### config.mk
export PLATFORM = sky130hd
export DESIGN_NAME = measurement_channel_config
export DESIGN_NICKNAME = d
export VERILOG_FILES = /design/src/chan_cfg_pkg.sv /design/src/measurement_channel_config.sv
export SDC_FILE = /design/constraint.sdc
export NUM_CORES = 1
export LEC_CHECK = 0
export ABC_CLOCK_PERIOD_IN_PS = 6400
export BUFFER_PORTS_ARGS = -buffer_cell sky130_fd_sc_hd__buf_2
export CORE_ASPECT_RATIO = 0.5
export CORE_MARGIN = 8
export CORE_UTILIZATION = 54
export DETAILED_ROUTE_END_ITERATION = 10
export PLACE_DENSITY_LB_ADDON = 0.2
export SETUP_SLACK_MARGIN = 0.3
export SYNTH_ARGS = -nofsm -noshare
export SYNTH_HDL_FRONTEND = slang
export SYNTH_SLANG_ARGS = --single-unit
export TNS_END_PERCENT = 100
### constraint.sdc
create_clock -name ref_clk -period 6.4 [get_ports ref_clk]
set_input_delay 0.32 -clock ref_clk [delete_from_list [all_inputs] [get_ports ref_clk]]
set_output_delay 0.32 -clock ref_clk [all_outputs]
set_load 0.05 [all_outputs]
### src/chan_cfg_pkg.sv
// Package: register map, field layout and decode constants for the channel configuration block
package chan_cfg_pkg;

  // Register addresses on the serial register port
  localparam logic [3:0]  ADDR_CHANNEL_A  = 4'h1;
  localparam logic [3:0]  ADDR_CHANNEL_B  = 4'h2;

  // Field positions inside a 17-bit channel register
  localparam int          CFG_WIDTH       = 17;
  localparam int          POS_VCAL_SEL    = 14;
  localparam int          POS_PATH        = 9;
  localparam int          POS_GAIN        = 7;
  localparam int          POS_OSF         = 6;
  localparam int          POS_OSR         = 5;
  localparam int          POS_CHOP_RATIO  = 4;
  localparam int          POS_AVG         = 0;

  // Power-up values
  localparam logic [16:0] CHA_RESET       = 17'h0_03C0;
  localparam logic [16:0] CHB_RESET       = 17'h0_18C0;

  // Calibration
  localparam int          CAL_WIDTH       = 11;
  localparam int          CAL_COUNT       = 10;
  localparam logic [10:0] FIXED_CAL       = 11'h60C;
  localparam logic [2:0]  VCAL_LAST       = 3'h5;
  localparam int          CAL_CAU_BASE    = 4;

  // Averaging codes
  localparam logic [3:0]  AVG_MAX_CODE    = 4'hA;
  localparam logic [3:0]  AVG_RAW_CODE    = 4'hF;

  // Raw scaling exponent 11 + x
  localparam logic [4:0]  RAW_EXP_BASE    = 5'h0B;
  localparam logic [4:0]  RAW_X_R128      = 5'h06;
  localparam logic [4:0]  RAW_X_R64       = 5'h03;

  // Decimation, chopping and modulator rates (kHz)
  localparam logic [7:0]  DECIM_LOW       = 8'h40;
  localparam logic [7:0]  DECIM_HIGH      = 8'h80;
  localparam logic [3:0]  CHOP_LOW        = 4'h4;
  localparam logic [3:0]  CHOP_HIGH       = 4'h8;
  localparam logic [3:0]  CHOP_OFF        = 4'h1;
  localparam logic [12:0] RATE_EXT_SLOW   = 13'h0800;
  localparam logic [12:0] RATE_EXT_FAST   = 13'h1000;
  localparam logic [12:0] RATE_INT_SLOW   = 13'h0084;
  localparam logic [12:0] RATE_INT_FAST   = 13'h0108;

  // Sequence length
  localparam logic [4:0]  SEQ_ZERO_LEN    = 5'h10;

  typedef struct packed {
    logic [2:0] voltage_cal_select;
    logic [4:0] path_switch_field;
    logic [1:0] gain_code;
    logic       oversample_freq_field;
    logic       oversample_ratio_field;
    logic       chop_ratio_field;
    logic [3:0] averaging_code;
  } chan_cfg_t;

  typedef struct packed {
    logic [4:0]  path_switches;
    logic [6:0]  gain_value;
    logic [12:0] mod_rate_khz;
    logic [7:0]  decim_ratio;
    logic [3:0]  chop_ratio;
    logic [10:0] avg_count;
    logic        raw_mode;
    logic [4:0]  raw_exp;
    logic [10:0] cal_const;
  } active_cfg_t;

endpackage

### src/measurement_channel_config.sv
// Channel A/B configuration registers and per-measurement setting decode
//
// Operation
// - Channel A register is 17 bits: cal select, path, gain, osf, osr, chop, averaging.
// - Channel A resets to current switch closed, gain 11, osf 1, rest zero.
// - Channel B has same layout; resets to switches four and three, gain 01, osf 1.
// - Cal select 0..5 picks voltage constants; 6 and 7 use fixed 1548.
// - Path bit one set closes the shunt current input switch; bits active high.
// - Seven legal path codes select shunt input or voltage bus variants.
// - Gain code gives gain 6, 24, 50 or 100.
// - Oversample bit picks 2.048/4.096 MHz external, 132/264 kHz internal oscillator.
// - Oversample ratio bit picks decimation 64 or 128.
// - Chop ratio bit picks 4 or 8 while chopping or dechopping enabled.
// - With chop and dechop off, every cycle yields a result.
// - Averaging codes 0..10 average two to the code results.
// - Averaging code 15 selects raw mode without calibration or averaging.
// - Raw result scale is two to (11 plus x) over cal constant.
// - Path bit one set picks current constant by gain, else voltage select.
// - Alternating mode makes sequence-length measurements per channel; zero means 16.
// - Chop and dechop enables come from the general configuration register.
`timescale 1ns/100ps
`default_nettype none
module measurement_channel_config
  import chan_cfg_pkg::*;
(
  // Clock and reset
  input  wire logic                            ref_clk,
  input  wire logic                            sys_rst,
  // Register port from the serial interface
  input  wire logic                            reg_wr,
  input  wire logic                            reg_rd,
  input  wire logic [3:0]                      reg_addr,
  input  wire logic [CFG_WIDTH-1:0]            reg_wdata,
  output logic      [CFG_WIDTH-1:0]            reg_rdata,
  // General configuration and converter control
  input  wire logic                            chop_en,
  input  wire logic                            dechop_en,
  input  wire logic                            alternating_measure_mode,
  input  wire logic [3:0]                      sequence_length,
  input  wire logic                            single_chan_b,
  input  wire logic                            use_int_osc,
  input  wire logic                            meas_start,
  input  wire logic [CAL_WIDTH*CAL_COUNT-1:0]  cal_constants,
  // Active measurement settings
  output logic                                 active_chan_b,
  output active_cfg_t                          active_cfg
);

  ////////////////////////////////////////////////////////////////////////////
  // Decode functions

  function automatic logic [6:0] gain_value(input logic [1:0] code);
    unique case (code)
      2'h0: gain_value = 7'h06;
      2'h1: gain_value = 7'h18;
      2'h2: gain_value = 7'h32;
      2'h3: gain_value = 7'h64;
    endcase
  endfunction

  function automatic logic [10:0] pick_cal(input chan_cfg_t c, input logic [CAL_WIDTH*CAL_COUNT-1:0] bus);
    logic [3:0] idx;
    idx = 4'h0;
    if (c.path_switch_field[0]) begin
      idx = {2'h0, c.gain_code};
      pick_cal = bus[CAL_WIDTH*(CAL_COUNT-1-int'(idx)) +: CAL_WIDTH];
    end else if (c.voltage_cal_select > VCAL_LAST) begin
      pick_cal = FIXED_CAL;
    end else begin
      idx = 4'(CAL_CAU_BASE) + {1'b0, c.voltage_cal_select};
      pick_cal = bus[CAL_WIDTH*(CAL_COUNT-1-int'(idx)) +: CAL_WIDTH];
    end
  endfunction

  ////////////////////////////////////////////////////////////////////////////
  // Channel registers and read-back

  chan_cfg_t         cha_ff;
  chan_cfg_t         chb_ff;
  logic [16:0]       rdata_ff;
  wire logic         wr_a = reg_wr && (reg_addr == ADDR_CHANNEL_A);
  wire logic         wr_b = reg_wr && (reg_addr == ADDR_CHANNEL_B);
  wire logic [16:0]  nxt_rdata = (reg_addr == ADDR_CHANNEL_A) ? cha_ff :
                                 (reg_addr == ADDR_CHANNEL_B) ? chb_ff : 17'h0_0000;

  // Path codes are stored as written; illegal codes are software's responsibility
  always_ff @(posedge ref_clk or posedge sys_rst) begin
    if (sys_rst) begin
      cha_ff <= CHA_RESET;
      chb_ff <= CHB_RESET;
    end else begin
      if (wr_a) cha_ff <= reg_wdata;
      if (wr_b) chb_ff <= reg_wdata;
    end
  end

  always_ff @(posedge ref_clk or posedge sys_rst) begin
    if (sys_rst) rdata_ff <= 17'h0_0000;
    else if (reg_rd) rdata_ff <= nxt_rdata;
  end
  assign reg_rdata = rdata_ff;

  ////////////////////////////////////////////////////////////////////////////
  // Channel sequencing

  logic              alt_chan_ff;
  logic [4:0]        seq_cnt_ff;
  wire logic [4:0]   seq_len = (sequence_length == 4'h0) ? SEQ_ZERO_LEN : {1'b0, sequence_length};
  wire logic         seq_done = (seq_cnt_ff + 5'h01) >= seq_len;
  wire logic         use_b = alternating_measure_mode ? alt_chan_ff : single_chan_b;
  wire chan_cfg_t    sel_cfg = use_b ? chb_ff : cha_ff;

  always_ff @(posedge ref_clk or posedge sys_rst) begin
    if (sys_rst) begin
      alt_chan_ff <= 1'b0;
      seq_cnt_ff  <= 5'h00;
    end else if (!alternating_measure_mode) begin
      alt_chan_ff <= 1'b0;
      seq_cnt_ff  <= 5'h00;
    end else if (meas_start) begin
      alt_chan_ff <= seq_done ? !alt_chan_ff : alt_chan_ff;
      seq_cnt_ff  <= seq_done ? 5'h00 : seq_cnt_ff + 5'h01;
    end
  end

  ////////////////////////////////////////////////////////////////////////////
  // Decode of the selected channel settings

  active_cfg_t       nxt_active;
  active_cfg_t       active_ff;
  logic              chan_b_ff;
  wire logic         raw_sel = sel_cfg.averaging_code == AVG_RAW_CODE;
  wire logic         chop_any = chop_en || dechop_en;

  always_comb begin
    nxt_active               = '0;
    nxt_active.path_switches = sel_cfg.path_switch_field;
    nxt_active.gain_value    = gain_value(sel_cfg.gain_code);
    nxt_active.mod_rate_khz  = use_int_osc ? (sel_cfg.oversample_freq_field ? RATE_INT_FAST : RATE_INT_SLOW)
                                           : (sel_cfg.oversample_freq_field ? RATE_EXT_FAST : RATE_EXT_SLOW);
    nxt_active.decim_ratio   = sel_cfg.oversample_ratio_field ? DECIM_HIGH : DECIM_LOW;
    nxt_active.chop_ratio    = !chop_any ? CHOP_OFF :
                               (sel_cfg.chop_ratio_field ? CHOP_HIGH : CHOP_LOW);
    nxt_active.avg_count     = (sel_cfg.averaging_code <= AVG_MAX_CODE) ?
                               11'h001 << sel_cfg.averaging_code : 11'h001;
    nxt_active.raw_mode      = raw_sel;
    nxt_active.raw_exp       = RAW_EXP_BASE + (sel_cfg.oversample_ratio_field ? RAW_X_R128 : RAW_X_R64);
    nxt_active.cal_const     = pick_cal(sel_cfg, cal_constants);
  end

  // Latching at measurement start keeps a conversion from seeing a half-applied write
  always_ff @(posedge ref_clk or posedge sys_rst) begin
    if (sys_rst) begin
      active_ff <= '0;
      chan_b_ff <= 1'b0;
    end else if (meas_start) begin
      active_ff <= nxt_active;
      chan_b_ff <= use_b;
    end
  end
  assign active_cfg    = active_ff;
  assign active_chan_b = chan_b_ff;

  ////////////////////////////////////////////////////////////////////////////
  // Assertions

  a_reg_write_a: assert property (@(posedge ref_clk) disable iff (sys_rst)
    wr_a |=> cha_ff == $past(reg_wdata)) else $error("channel A write lost");
  a_reg_write_b: assert property (@(posedge ref_clk) disable iff (sys_rst)
    wr_b |=> chb_ff == $past(reg_wdata)) else $error("channel B write lost");
  a_read_back_a: assert property (@(posedge ref_clk) disable iff (sys_rst)
    reg_rd && reg_addr == ADDR_CHANNEL_A |=> reg_rdata == $past(cha_ff)) else $error("channel A read wrong");
  a_read_back_b: assert property (@(posedge ref_clk) disable iff (sys_rst)
    reg_rd && reg_addr == ADDR_CHANNEL_B |=> reg_rdata == $past(chb_ff)) else $error("channel B read wrong");
  a_active_hold: assert property (@(posedge ref_clk) disable iff (sys_rst)
    !meas_start |=> $stable(active_ff)) else $error("settings changed mid measurement");
  a_path_pass: assert property (@(posedge ref_clk) disable iff (sys_rst)
    meas_start |=> active_ff.path_switches == $past(sel_cfg.path_switch_field))
    else $error("path switches wrong");
  a_gain_map: assert property (@(posedge ref_clk) disable iff (sys_rst)
    meas_start && sel_cfg.gain_code == 2'h2 |=> active_ff.gain_value == 7'h32) else $error("gain decode wrong");
  a_gain_low: assert property (@(posedge ref_clk) disable iff (sys_rst)
    meas_start && sel_cfg.gain_code == 2'h0 |=> active_ff.gain_value == 7'h06) else $error("gain six wrong");
  a_ext_rate: assert property (@(posedge ref_clk) disable iff (sys_rst)
    meas_start && !use_int_osc
    |=> active_ff.mod_rate_khz == ($past(sel_cfg.oversample_freq_field) ? 13'h1000 : 13'h0800))
    else $error("external rate wrong");
  a_int_fast: assert property (@(posedge ref_clk) disable iff (sys_rst)
    meas_start && use_int_osc && sel_cfg.oversample_freq_field |=> active_ff.mod_rate_khz == 13'h0108)
    else $error("internal fast rate wrong");
  a_decim_ratio: assert property (@(posedge ref_clk) disable iff (sys_rst)
    meas_start |=> active_ff.decim_ratio == ($past(sel_cfg.oversample_ratio_field) ? 8'h80 : 8'h40))
    else $error("decimation ratio wrong");
  a_chop_ratio: assert property (@(posedge ref_clk) disable iff (sys_rst)
    meas_start && (chop_en || dechop_en) |=> active_ff.chop_ratio == ($past(sel_cfg.chop_ratio_field) ? 4'h8 : 4'h4))
    else $error("chop ratio wrong");
  a_chop_off: assert property (@(posedge ref_clk) disable iff (sys_rst)
    meas_start && !chop_en && !dechop_en |=> active_ff.chop_ratio == 4'h1) else $error("chop ratio not 1");
  a_avg_count: assert property (@(posedge ref_clk) disable iff (sys_rst)
    meas_start && sel_cfg.averaging_code == 4'hA |=> active_ff.avg_count == 11'h400) else $error("avg count wrong");
  a_avg_single: assert property (@(posedge ref_clk) disable iff (sys_rst)
    meas_start && sel_cfg.averaging_code == 4'h0 |=> active_ff.avg_count == 11'h001)
    else $error("single average wrong");
  a_raw_mode: assert property (@(posedge ref_clk) disable iff (sys_rst)
    meas_start |=> active_ff.raw_mode == ($past(sel_cfg.averaging_code) == 4'hF)) else $error("raw mode wrong");
  a_raw_exp: assert property (@(posedge ref_clk) disable iff (sys_rst)
    meas_start && sel_cfg.oversample_ratio_field |=> active_ff.raw_exp == 5'h11) else $error("raw exponent wrong");
  a_raw_exp_low: assert property (@(posedge ref_clk) disable iff (sys_rst)
    meas_start && !sel_cfg.oversample_ratio_field |=> active_ff.raw_exp == 5'h0E)
    else $error("low raw exponent wrong");
  a_fixed_cal: assert property (@(posedge ref_clk) disable iff (sys_rst)
    meas_start && !sel_cfg.path_switch_field[0] && sel_cfg.voltage_cal_select[2:1] == 2'h3
    |=> active_ff.cal_const == 11'h60C) else $error("fixed cal not applied");
  a_voltage_cal: assert property (@(posedge ref_clk) disable iff (sys_rst)
    meas_start && !sel_cfg.path_switch_field[0] && sel_cfg.voltage_cal_select == 3'h5
    |=> active_ff.cal_const == $past(cal_constants[10:0])) else $error("voltage constant wrong");
  a_current_cal: assert property (@(posedge ref_clk) disable iff (sys_rst)
    meas_start && sel_cfg.path_switch_field[0] && sel_cfg.gain_code == 2'h0
    |=> active_ff.cal_const == $past(cal_constants[109:99])) else $error("current constant wrong");
  a_seq_switch: assert property (@(posedge ref_clk) disable iff (sys_rst)
    alternating_measure_mode && meas_start && sequence_length == 4'h1 |=> alt_chan_ff != $past(alt_chan_ff))
    else $error("sequence did not alternate");
  a_alt_reset: assert property (@(posedge ref_clk) disable iff (sys_rst)
    !alternating_measure_mode |=> !alt_chan_ff && seq_cnt_ff == 5'h00) else $error("alternation not reset");
  a_single_chan: assert property (@(posedge ref_clk) disable iff (sys_rst)
    meas_start && !alternating_measure_mode |=> active_chan_b == $past(single_chan_b))
    else $error("channel select wrong");

endmodule
`default_nettype wire

==> reports/metrics.cfg <==
[worst_setup_path]
path_max_fanout = 40
critPathKind = reg2reg
r2r-end = active_cfg[3]
crit_path_end_kind = register
critPathBufInv = 3
critPathMostFrequentCell = ha_1
required_ns = 6.62
cp_top_family = adder cells
worstPathCellList = mux2_4 > clkinv_2 > ha_1 > xnor2_1 > ha_1 > ha_1 > inv_1 > fa_1 > inv_1 > nand2_1 > a2111oi_0 > a2111oi_0 > o2111ai_1 > a211oi_1 > o211ai_1
r2r_slack_ns = 1.18
r2r_cells = 15
crit_slowest_cell = fa_1
worst_r2r_startpoint = cha_ff[15]
arrival_ns = 5.44
start_kind = register
slowest_delay_ns = 0.86

[job]
maxCapViolCount = 0

[power_and_ir_drop]
vdd_drop_max_mv = 0.301
clockPowerShare_pct = 9.6
pwr-share-comb_pct = 74.9
pwr-share-seq_pct = 15.6
p_leak_uw = 0.00590
power.density_mw_per_mm2 = 469
internal_power_uw = 2540
power.total_uw = 6180
netSwitchingFraction_pct = 58.8
p_switching_uw = 3640

[sta]
rsz0062_at_grt = no
fin_crit_sh_pct = 81.6
min_period_ns = 5.22
hold_viol = 0
final.setup.tns_ns = 0
setup_viol = 0
relSlewSlack_pct = 9.64
fin_worst_skew_ns = 0.0119
holdWs_ns = 0.0635
tightestPinTransition_ns = 1.32
slew_viol_final = 0
fmax_mhz = 191

[detailed_routing]
drtAntennaViolNets = 0
routed_wl_mm = 58.3
viasPerCell = 7.51
drc = 0
num_vias = 13800
wire_per_inst_um = 31.7
drtPass1Iterations = 9
initialDrtViolationCount = 2491

[clocking]
clk_pin_slew_worst_paths_ns = 0.09
cts_resized = 0
cts_buffer_depth = 2
h-tree-depth = 3
cts_sinks = 101
hold_buffers = 0
root_buffer = clkbuf_16
clock_latency_ns = 0.38
cts_setup_buffers = 0
cts_buffers = 9
tritoncts = built

[grt]
overflow = 0
grt_max_degree = 62
antenna_found_initial = 3
grt_use_total_pct = 41.3
grt_pass1_vias = 13300
grt_pass1_wl_mm = 85.9

[floorplan]
core_mm2 = 0.0216
die_h_um = 121
die_area_mm2 = 0.0273
die_w_um = 226
start_util_pct = 54.9
ioPinCount = 228
num_rows = 38

[status]
status = finished clean

[yosys]
syn_inst = 1406
ys.flop_type = dfrtp_1
async_flop_share_pct = 100
syn-cell-area_mm2 = 0.0119
synth_area_leader_cell = dfrtp_1
synth_area_leaders = dfrtp_1 20%, mux2i_1 17%, mux2_2 5.7%
yosysSeqAreaShare_pct = 21.4
ys_ff_latch = 101
synth_edf_count = 0
post_synth.cell_area_avg_um2 = 8.44
synth_cell_types = 89
yosysTopAreaCellShare_pct = 19.6
yosysWarnings = 0

[layout]
final_nets = 1697
syn2layout_area_growth_pct = 11.1
stdcell_area_mm2 = 0.0132
drive_gt1_share_pct = 24.6
nFillCells = 1841
regArea_mm2 = 0.00254
multi_input_area_mm2 = 0.00856

[place]
dp_hpwl_mm = 43.9
placed_area_mm2 = 0.0129
place_congestion = 1.08
portBuffers = 212

[min_path]
hold_path.class = in2async

-- cell usage after synthesis (29+ instances only) --
cell,count
a21oi_1,73
a22oi_1,40
clkbuf_1,77
dfrtp_1,93
mux2_2,60
mux2i_1,197
nand2_1,153
nand3_1,38
nor2_1,100
nor3_1,29
o21ai_0,54
o22ai_1,29
-- power groups by stage --
| stage | clock, µW | sequential [µW] | combinational, µW |
|---|---|---|---|
| floorplan | 0 | 1170 | 2820 |
| global placement | 0 | 937 | 4390 |
| detailed placement | 0 | 947 | 4410 |
| CTS | 588 | 945 | 4430 |
| global route | 612 | 968 | 4780 |
| finish | 591 | 962 | 4630 |
-- flip-flops by register name, indices dropped and copies added, names as in the netlist --
name	count
active_cfg	43
cha_ff	17
chb_ff	17
reg_rdata	17
seq_cnt_ff	5
active_chan_b	1
alt_chan_ff	1
-- placed cells by master (no fill, tap or decap), types with 22 or more instances in the layout --
cell type    n
buf_4       30
mux2_2      60
o211ai_1    23
nor2_1     100
nor3_1      29
mux4_2      28
a22oi_1     40
buf_2      212
o22ai_1     29
a21oi_1     73
nand2_1    153
dfrtp_1     93
nand3_1     38
nand2b_1    22
mux2i_1    196
o21ai_0     54
-- layer usage --
| layer | wire, µm | track usage, % |
|---|---|---|
| met2 | 25000 | 62.8 |
| met5 | 19 | 0 |
| met3 | 8690 | 16.4 |
| met4 | 3110 | 17.5 |
| met1 | 21500 | 51.9 |
-- layout make-up --
| class | instances | share of cell area, % |
|---|---|---|
| Multi-Input combinational cell | 1153 | 64.9 |
| Clock inverter | 7 | 0.655 |
| Tap cell | 300 | 2.85 |
| Inverter | 26 | 0.788 |
| Sequential cell | 101 | 19.2 |
| Timing Repair Buffer | 242 | 9.76 |
| Clock buffer | 9 | 1.71 |
| Antenna cell | 3 | 0.0569 |
-- how the worst max path moves through the flow --
stage | start | to | cells past startpoint
6_report | cha_ff[15] | active_cfg[3] | 15
5_1_grt | cha_ff[15] | active_cfg[3] | 15
4_1_cts | cha_ff[15] | active_cfg[3] | 15
3_5_place_dp | alternating_measure_mode | active_cfg[3] | 17
3_3_place_gp | alternating_measure_mode | active_cfg[3] | 17
2_1_floorplan | alt_chan_ff | active_cfg[3] | 20
-- worst register-to-register path, cell delays in order (launching register included) --
cell	delay (ns)
dfrtp_1	0.75
mux2_4	0.72
clkinv_2	0.16
ha_1	0.26
xnor2_1	0.13
ha_1	0.35
ha_1	0.16
inv_1	0.05
fa_1	0.86
inv_1	0.25
nand2_1	0.33
a2111oi_0	0.13
a2111oi_0	0.41
o2111ai_1	0.20
a211oi_1	0.20
o211ai_1	0.10
-- through the flow --
step	worst slack [ns]	utilization, %	cells
after detailed placement	1.23	59.5	1822
after global placement	1.42	59.5	1822
after global routing	0.746	60.9	1839
after floorplan	1.60	-	1420
final	1.18	60.9	1841
after CTS	1.28	60.9	1838
-- kinds of logic after synthesis --
group / after synthesis / share of synthesized area (%)
adders and majority gates: 19 / 2.07
other: 1 / 0.0316
xor gates and xnor gates: 10 / 0.738
AOI/OAI and AO/OA: 391 / 23.4
buffers and inverters: 166 / 7.22
and+or+nand+nor: 429 / 17.1
DFF: 101 / 21.4
muxes: 289 / 28.1
Note: power is estimated with default switching activity, not from simulation.
